`config.mk`:
```
export PLATFORM = sky130hd
export DESIGN_NAME = spr_status_readback
export DESIGN_NICKNAME = d
export VERILOG_FILES = /design/src/spr_pkg.sv /design/src/spr_status_readback.sv
export SDC_FILE = /design/constraint.sdc
export NUM_CORES = 1
export LEC_CHECK = 0
export ABC_AREA = 0
export BUFFER_PORTS_ARGS = -buffer_cell sky130_fd_sc_hd__buf_2
export CAP_MARGIN = 20
export CORE_ASPECT_RATIO = 1.25
export CORE_UTILIZATION = 50
export DETAILED_ROUTE_END_ITERATION = 16
export PLACE_DENSITY_LB_ADDON = 0.2
export SLEW_MARGIN = 20
export SYNTH_ARGS = -nofsm -noshare
export SYNTH_HDL_FRONTEND = slang
export SYNTH_SLANG_ARGS = --single-unit
```
`constraint.sdc`:
```
create_clock -name core_clk -period 3.1 [get_ports core_clk]
set_clock_uncertainty 0.2 [all_clocks]
set_input_delay 0.155 -clock core_clk [delete_from_list [all_inputs] [get_ports core_clk]]
set_output_delay 0.155 -clock core_clk [all_outputs]
set_load 0.02 [all_outputs]
```
`src/spr_pkg.sv`:
```
// constants for the status and position read-back slave
// Behaviour
// - not-applicable response bits are driven as ones
// - byte 0 address+read, byte 1 echoed address
// - status read returns settings and all flags
// - bytes 2-4: currents, velocities, motion settings
// - bytes 5-6 diagnostic flags, bytes 7-8 ones
// - actual position low three bits zero in half-step
// - position read: actual, target, secure, ones
// - command 0x81 status, 0xFC position
// - write command datagram then read datagram, NACK ends
// - seven-bit address: 11, fuse bits, hardwired bit
package spr_pkg;
	localparam logic [7:0] CMD_FULL_STATUS = 8'h81;
	localparam logic [7:0] CMD_POSITION_STATUS = 8'hFC;
	localparam logic [1:0] ADDR_FIXED = 2'h3;
	localparam logic [1:0] HALF_STEP = 2'h0;
	localparam logic [7:0] NA_BYTE = 8'hFF;
	localparam logic [4:0] SEC_PAD = 5'h1F;
	localparam int RESP_BYTES = 9;
	localparam logic [3:0] LAST_BYTE = 4'h8;
	typedef enum logic [2:0] {SPR_IDLE, SPR_ADDR, SPR_ACK, SPR_RX, SPR_TX, SPR_TXACK, SPR_SKIP} spr_state_t;
endpackage

```
`src/spr_status_readback.sv`:
```
// two-wire slave answering the two status read-back commands
module spr_status_readback
	import spr_pkg::*;
(
	input wire logic core_clk,
	input wire logic rst_b,
	input wire logic sclIn,
	input wire logic sdaIn,
	output logic sdaOut,
	output logic sdaOe,
	input wire logic fuse_addr_bit3,
	input wire logic fuse_addr_bit2,
	input wire logic fuse_addr_bit1,
	input wire logic fuse_addr_bit0,
	input wire logic hardwired_addr_bit,
	input wire logic [3:0] runCurrent,
	input wire logic [3:0] holdCurrent,
	input wire logic [3:0] maxVelocity,
	input wire logic [3:0] minVelocity,
	input wire logic accel_shape,
	input wire logic [1:0] step_resolution,
	input wire logic direction,
	input wire logic [3:0] acceleration,
	input wire logic logic_supply_reset_flag,
	input wire logic lost_step_flag,
	input wire logic electrical_defect,
	input wire logic undervoltage_flag,
	input wire logic thermal_shutdown,
	input wire logic thermal_warning,
	input wire logic [1:0] thermalInfo,
	input wire logic [2:0] motionState,
	input wire logic ext_switch_state,
	input wire logic coil_a_overcurrent,
	input wire logic coil_b_overcurrent,
	input wire logic pump_failure,
	input wire logic [15:0] actual_position,
	input wire logic [15:0] target_position,
	input wire logic [10:0] secure_position,
	output logic busy
);
	// pins pass two flops; the second stage and its one-cycle-delayed copy feed logic
	logic [1:0] sclSync_r, sdaSync_r;
	logic sclD_r, sdaD_r;
	always_ff @(posedge core_clk or negedge rst_b) begin
		if (!rst_b) begin
			sclSync_r <= 2'h3;
			sdaSync_r <= 2'h3;
			sclD_r <= 1'b1;
			sdaD_r <= 1'b1;
		end else begin
			sclSync_r <= {sclSync_r[0], sclIn};
			sdaSync_r <= {sdaSync_r[0], sdaIn};
			sclD_r <= sclSync_r[1];
			sdaD_r <= sdaSync_r[1];
		end
	end
	wire logic scl = sclSync_r[1];
	wire logic sda = sdaSync_r[1];
	wire logic sclRise = scl && !sclD_r;
	wire logic sclFall = !scl && sclD_r;
	wire logic startCond = scl && sclD_r && !sda && sdaD_r;
	wire logic stopCond = scl && sclD_r && sda && !sdaD_r;

	wire logic [6:0] ownAddr = {ADDR_FIXED, fuse_addr_bit3, fuse_addr_bit2, fuse_addr_bit1, fuse_addr_bit0,
		hardwired_addr_bit};

	spr_state_t state_r, state_nxt;
	logic [7:0] shift_r, shift_nxt;
	logic [2:0] bitCnt_r, bitCnt_nxt;
	logic [3:0] byteIdx_r, byteIdx_nxt;
	logic [7:0] cmd_r, cmd_nxt;
	logic readDir_r, readDir_nxt;
	logic sdaOut_r, sdaOut_nxt;
	logic sdaOe_r, sdaOe_nxt;
	logic [55:0] snap_r, snap_nxt;

	// frame image built from live inputs; taken once per response
	function automatic logic [55:0] build_frame(input logic [7:0] c);
		logic [15:0] pos;
		pos = actual_position;
		if (step_resolution == HALF_STEP)
			pos[2:0] = 3'h0;
		if (c == CMD_POSITION_STATUS)
			build_frame = {pos, target_position, secure_position[7:0],
				SEC_PAD, secure_position[10:8], NA_BYTE};
		else
			build_frame = {runCurrent, holdCurrent, maxVelocity, minVelocity,
				accel_shape, step_resolution, direction, acceleration,
				logic_supply_reset_flag, lost_step_flag, electrical_defect, undervoltage_flag,
				thermal_shutdown, thermal_warning, thermalInfo,
				motionState, ext_switch_state, coil_a_overcurrent, coil_b_overcurrent, 1'b1, pump_failure,
				NA_BYTE, NA_BYTE};
	endfunction

	// byte 1 echoes the address; bytes 2-8 come from the snapshot
	function automatic logic [7:0] tx_byte(input logic [3:0] idx, input logic [55:0] s);
		if (idx == 4'h0)
			tx_byte = {3'h0, ownAddr[4:0]};
		else
			tx_byte = s[55 - 8 * (int'(idx) - 1) -: 8];
	endfunction

	always_comb begin
		state_nxt = state_r;
		shift_nxt = shift_r;
		bitCnt_nxt = bitCnt_r;
		byteIdx_nxt = byteIdx_r;
		cmd_nxt = cmd_r;
		readDir_nxt = readDir_r;
		sdaOut_nxt = sdaOut_r;
		sdaOe_nxt = sdaOe_r;
		snap_nxt = snap_r;
		if (startCond) begin
			state_nxt = SPR_ADDR;
			bitCnt_nxt = 3'h0;
			// an empty shifter keeps the fall right after the start from acking a stale byte
			shift_nxt = 8'h00;
			sdaOe_nxt = 1'b0;
		end else if (stopCond) begin
			state_nxt = SPR_IDLE;
			sdaOe_nxt = 1'b0;
		end else begin
			case (state_r)
				SPR_ADDR, SPR_RX: begin
					if (sclRise) begin
						shift_nxt = {shift_r[6:0], sda};
						bitCnt_nxt = bitCnt_r + 3'h1;
					end
					if (sclFall && bitCnt_r == 3'h0 && (shift_r != 8'h00 || state_r == SPR_RX)) begin
						if (state_r == SPR_ADDR && shift_r[7:1] != ownAddr) begin
							state_nxt = SPR_SKIP;
						end else begin
							if (state_r == SPR_ADDR)
								readDir_nxt = shift_r[0];
							else
								cmd_nxt = shift_r;
							sdaOut_nxt = 1'b0;
							sdaOe_nxt = 1'b1;
							state_nxt = SPR_ACK;
						end
					end
				end
				SPR_ACK: begin
					if (sclFall) begin
						if (readDir_r) begin
							// snapshot keeps one frame coherent while live values move
							snap_nxt = build_frame(cmd_r);
							byteIdx_nxt = 4'h0;
							shift_nxt = tx_byte(4'h0, snap_r);
							sdaOut_nxt = shift_nxt[7];
							sdaOe_nxt = 1'b1;
							bitCnt_nxt = 3'h0;
							state_nxt = SPR_TX;
						end else begin
							sdaOe_nxt = 1'b0;
							bitCnt_nxt = 3'h0;
							state_nxt = SPR_RX;
						end
					end
				end
				SPR_TX: begin
					if (sclFall) begin
						bitCnt_nxt = bitCnt_r + 3'h1;
						shift_nxt = {shift_r[6:0], 1'b1};
						if (bitCnt_r == 3'h7) begin
							sdaOe_nxt = 1'b0;
							state_nxt = SPR_TXACK;
						end else begin
							sdaOut_nxt = shift_r[6];
						end
					end
				end
				SPR_TXACK: begin
					if (sclRise && sda) begin
						state_nxt = SPR_SKIP;
					end else if (sclFall) begin
						byteIdx_nxt = (byteIdx_r == LAST_BYTE - 4'h1) ? byteIdx_r : byteIdx_r + 4'h1;
						shift_nxt = (byteIdx_r == LAST_BYTE - 4'h1) ? NA_BYTE : tx_byte(byteIdx_r + 4'h1, snap_r);
						sdaOut_nxt = shift_nxt[7];
						sdaOe_nxt = 1'b1;
						bitCnt_nxt = 3'h0;
						state_nxt = SPR_TX;
					end
				end
				default: begin
					sdaOe_nxt = 1'b0;
				end
			endcase
		end
	end

	always_ff @(posedge core_clk or negedge rst_b) begin
		if (!rst_b) begin
			state_r <= SPR_IDLE;
			shift_r <= 8'h00;
			bitCnt_r <= 3'h0;
			byteIdx_r <= 4'h0;
			cmd_r <= 8'h00;
			readDir_r <= 1'b0;
			sdaOut_r <= 1'b1;
			sdaOe_r <= 1'b0;
			snap_r <= '1;
			busy <= 1'b0;
		end else begin
			state_r <= state_nxt;
			shift_r <= shift_nxt;
			bitCnt_r <= bitCnt_nxt;
			byteIdx_r <= byteIdx_nxt;
			cmd_r <= cmd_nxt;
			readDir_r <= readDir_nxt;
			sdaOut_r <= sdaOut_nxt;
			sdaOe_r <= sdaOe_nxt;
			snap_r <= snap_nxt;
			busy <= (state_nxt != SPR_IDLE);
		end
	end
	assign sdaOut = sdaOut_r;
	assign sdaOe = sdaOe_r;

	// live frame image kept apart from the snapshot path so the capture can be checked
	logic [55:0] liveFrame;
	always_comb begin
		liveFrame = build_frame(cmd_r);
	end
endmodule

```
# Word-level counts from Yosys, hierarchy flattened
# Index checks and enable logic that the tools add are counted.
# word_totals
ff_bits	92
inputBits	91
word_cells	145
# classes
add_sub_neg	4
eq_ne	32
shift	1
muxes	57
bitwise_logic	4
reduce_logical	33
# ops
cell	count
two-way mux 8 bit	10
variable part select 63 x 9 -> 8 bit	1
two-way mux 56 bit	1
two-way mux 3 bit	17
one-hot mux 8 bit (4 select lines)	1
!= test 4 bit, second input constant	7
one-hot mux 3 bit (4 select lines)	2
two-way mux 4 bit	5
!= test 2 bit, second input constant	10
two-way mux 1 bit	18
!= test 3 bit, second input constant	6
AND reduction 8 bit	2
AND reduction 6 bit	2
logical AND 1 bit	11
AND reduction 11 bit	1
AND reduction 5 bit	2
equality test 3 bit, second input constant	3
subtractor 7 x 8 -> 9 bit, first input constant	1
equality test 8 bit, second input constant	1
one-hot mux 1 bit (4 select lines)	2
one-hot mux 4 bit (2 select lines)	1
nonzero test 8 bit	1
!= test 7 bit	1
AND reduction 7 bit	1
17 further kinds	24

# Logic depth before layout (Yosys ltp)
# depth
word_depth	11
mapped_depth	9
depth_no_buf	8

# Least setup slack after synthesis
# OpenSTA, ideal clock, no wires.
# synth_path
kind	register to register
start	reg byteIdx_r[1]
end	reg shift_r[6]
setup_ns	0.123
arrival_ns	2.166
required_ns	2.777
path_slack_ns	0.611
stages_incl_launch_ff	9
n_path_buf	1
cell_sequence	dfrtp_1 -> ha_1 -> buf_6 -> or4b_4 -> a21o_1 -> nand2_4 -> nor3_1 -> o311a_1 -> o221a_1
# synth_via
elab_chain_len	11
elab_cells_between_ends	13
cone_classes	add/sub (3); eq/ne (1); shift (1); mux (7); reduce/logical (1)
# synth_rtl
item	line	text
start: declaration	spr_status_readback.sv:70	logic [3:0] byteIdx_r, byteIdx_nxt;
start signal: assignment	spr_status_readback.sv:208	byteIdx_r <= byteIdx_nxt;
adder 4 x 1 -> 4 bit	spr_status_readback.sv:178	shift_nxt = (byteIdx_r == LAST_BYTE - 4'h1) ? NA_BYTE : tx_byte(byteIdx_r + 4'h1, snap_r);
subtractor 4 x 1 -> 5 bit	spr_status_readback.sv:100	tx_byte = s[55 - 8 * (int'(idx) - 1) -: 8];
subtractor 7 x 8 -> 9 bit	spr_status_readback.sv:100	
variable part select 63 x 9 -> 8 bit	spr_status_readback.sv:100	
two-way mux 8 bit	spr_status_readback.sv:97	if (idx == 4'h0)
two-way mux 8 bit (*)	spr_status_readback.sv:178	
two-way mux 8 bit (*)	spr_status_readback.sv:176	end else if (sclFall) begin
two-way mux 8 bit (*)	spr_status_readback.sv:174	if (sclRise && sda) begin
one-hot mux 8 bit (4 select lines) (*)	spr_status_readback.sv:123	case (state_r)
two-way mux 8 bit (*)	spr_status_readback.sv:119	end else if (stopCond) begin
two-way mux 8 bit (*)	spr_status_readback.sv:113	if (startCond) begin
end signal: assignment	spr_status_readback.sv:206	shift_r <= shift_nxt;
end: declaration	spr_status_readback.sv:68	logic [7:0] shift_r, shift_nxt;
# Every way passes the cells marked *; elsewhere a longest branch is shown, timed or not. The select of a mux whose other input is x is not followed.
# A chain may end at the register's enable or synchronous reset.

# Final worst setup path
# layout_path
start	reg state_r[1]
end	reg snap_r[34]
# layout_via
elab_chain_len	2
# layout_rtl
item	line	text
start: declaration	spr_status_readback.sv:67	spr_state_t state_r, state_nxt;
start signal: assignment	spr_status_readback.sv:205	state_r <= state_nxt;
equality test 3 x 2 -> 1 bit	spr_status_readback.sv:123	
AND reduction 5 bit (no line)	-	
end signal: assignment	spr_status_readback.sv:213	snap_r <= snap_nxt;
end: declaration	spr_status_readback.sv:75	logic [55:0] snap_r, snap_nxt;
# Every way passes these cells.

==> metrics.txt <==
most common cell after layout, fill and taps aside=nand2_1; ANT nets after route=0; VDD IR max=~0.00031 V; CP Capture Type=flip-flop; CTS tree=built; TNS Setup=0 ns; Leak Pwr=2.66 nW; Max Cap Viol=0; HP Class=in -> reg; R2R Setup Slk=0.19 ns; reg2reg path depth=6; Mapped Nets=roughly 640; I/O Pins=94; Longest Clk Path Bufs=2; Worst Setup Start Kind=flip-flop; Hold WS=0.00853 ns; fmax=roughly 0.34 GHz; Seq/Total Area, Yosys=0.431; Final setup viols=0; most frequent cells in the layout=nand2_1, buf_2, dlygate4sd3_1, nor2_1, dfstp_2; drt first pass iters=5; Min-Delay Endpoint=shift_r[0]; syn avg cell area=8.76 um2; vias in the first global route=4,780; input/output buffers=93; DRC=0; largest net degree at the start of global routing=80; Layout Utilization=0.697; die area=0.00986 mm2; CP bufs+invs=2; # hold bufs at CTS=83; CP peak stage delay=0.74 ns; Routed WL=~14,000 um; via count=4,724; Yosys warnings=0; Inserted Diodes=0; Fillers=731; final worst slack=approximately 0.19 ns; reg2reg start=state_r[1]; Critical Path RT=3.17 ns; critical path arrival=2.97 ns; later-pin clock latency in the skew report=0.33 ns; share of cells above drive strength 1=0.277; Core Area=0.00917 mm2; Synth async-reset ratio=1.00; CTS clock-pin slew for the worst setup and hold paths=0.06 ns; unrepaired setup endpoints after global routing=no; Sequential Area=0.00204 mm2; run status=completed; Avg WL per Cell=16.3 um; multi-input logic area=around 0.0025 mm2; synthesis-stage register bit count=79; initial core utilization=0.516; r2r endpoint=snap_r[34]; Final Hold Viols=0; GR Overflow Total=0; CP Cell Sequence=or3b_1 -> nor2_4 -> buf_12 -> nor2_1 -> a31oi_1 -> dlygate4sd3_1; Pwr Total=3.80 mW; Top FF cell, synth=dfstp_2; cells after synthesis=540; post-cts sizing count=0; initial drt markers=approximately 300; Slew HR=0.344; CP max-delay cell=dfrtp_1; Total Routing Usage GR=0.294; Cell variety after synth=72; slew at the pin closest to its max-slew limit=0.984 ns; post-CTS setup buffers=0; number of antenna violations at the first check in global routing=0; min-delay src=hardwired_addr_bit; die height=111 um; pwr dens=595 mW/mm2; Post-Syn Area=0.00473 mm2; final slew viol count=0; CP top delay family=buffers and inverters; count of flip-flops with a built-in enable after synthesis=0; Sink Count=79; first-pass GRT wire length=22,600 um; crit share post-route=0.937; Place WS=0.434 ns; post-route minimum period=2.91 ns; total CTS buffers=9; WS Path Type=reg -> reg; nets=796; Area Growth Syn to Fin=35.1%; Die Span X=89.0 um; Rows=39; Via density=about 5.7; Worst Path Max Fanout=between 70 and 80; clk root buf=clkbuf_16; WHS Path Cells=3; Placer Congestion=slightly above 0.9; H-tree depth=3; Detail Placement HPWL=8620 um
-- metrics by stage --
step	cells	instance area, um2
after detailed placement	729	5290
after global routing	828	6390
after floorplan	540	4730
after global placement	729	5290
after CTS	828	6390
final	828	6390
-- worst min-delay path, stage by stage --
cell	delay [ns]
buf_2	0.13
nand3_1	0.09
a41oi_1	0.11
-- synthesized netlist by cell type, types with 3 or more instances --
cell / instances / area share
nand2_1: 111 / 0.088
nor2_1: 53 / 0.042
dfstp_2: 50 / 0.28
a31oi_1: 42 / 0.056
dfrtp_1: 29 / 0.15
o21ai_0: 25 / 0.026
a21oi_1: 21 / 0.022
clkbuf_1: 19 / 0.015
mux2_2: 15 / 0.036
buf_2: 13 / 0.014
nand3_1: 11 / 0.012
o211ai_1: 8 / 0.013
mux2i_1: 7 / 0.015
nor2b_1: 7 / 0.0093
nor3_1: 7 / 0.0074
inv_1: 6 / 0.0048
nand2b_1: 6 / 0.0079
xor2_1: 6 / 0.011
a311o_1: 5 / 0.011
ha_1: 5 / 0.013
a211oi_1: 4 / 0.0063
a22oi_1: 4 / 0.0063
nand4_1: 4 / 0.0053
o21a_1: 4 / 0.0063
o22a_1: 4 / 0.0074
or3_1: 4 / 0.0053
a21o_1: 3 / 0.0048
a311oi_1: 3 / 0.0056
a41oi_1: 3 / 0.0056
and3b_1: 3 / 0.0056
buf_4: 3 / 0.0048
o22ai_1: 3 / 0.0040
o311a_1: 3 / 0.0063
o31ai_1: 3 / 0.0048
xnor2_1: 3 / 0.0056
-- how the worst max path moves through the flow --
| stage | depth (start not counted) | to | from | slack (ns) |
|---|---|---|---|---|
| 6_report | 6 | snap_r[34] | state_r[1] | 0.19 |
| 5_1_grt | 6 | snap_r[28] | state_r[1] | 0.03 |
| 4_1_cts | 6 | snap_r[39] | state_r[1] | 0.25 |
| 3_5_place_dp | 7 | shift_r[1] | byteIdx_r[1] | 0.43 |
| 3_3_place_gp | 7 | shift_r[6] | byteIdx_r[1] | 0.53 |
| 2_1_floorplan | 8 | shift_r[6] | byteIdx_r[1] | 0.61 |
-- cells by family (layout without fill, tap and decap cells) --
group,after synthesis,count (layout),synth area share
buffers and inverters,45,210,0.0436
muxes,22,22,0.0505
xor gates and xnor gates,9,9,0.0167
DFF,79,79,0.431
adders and majority gates,5,5,0.0132
and+or+nand+nor,223,223,0.214
AOI/OAI and AO/OA,157,157,0.231
-- layout make-up --
class	instances	area share
Multi-Input combinational cell	416	0.391
Sequential cell	79	0.319
Timing Repair Buffer	188	0.219
Clock buffer	15	0.0419
Tap cell	123	0.0241
Inverter	6	0.00352
Clock inverter	1	0.000783
-- registers in the layout (all words and copies together) (netlist names) --
name / count
sclSync_r: 2
cmd_r: 8
shift_r: 8
snap_r: 43
readDir_r: 1
state_r: 3
sclD_r: 1
bitCnt_r: 3
sdaOe: 1
sdaOut: 1
byteIdx_r: 4
sdaD_r: 1
sdaSync_r: 2
busy: 1
-- routing by layer --
layer,routed length (um),track usage,vias up
met3,724,0.0566,25
met2,6970,0.497,196
met1,5510,0.362,2218
met5,0,0,-
li1,-,-,2285
met4,317,0.119,0
-- power breakdown --
| group | total (mW) | internal [mW] | switching [mW] |
|---|---|---|---|
| logic | 1.36 | 0.653 | 0.709 |
| registers | 1.46 | 1.20 | 0.264 |
| clock network | 0.979 | 0.586 | 0.392 |
| total | 3.80 | 2.44 | 1.36 |
Power figures use the tool's default switching activity.
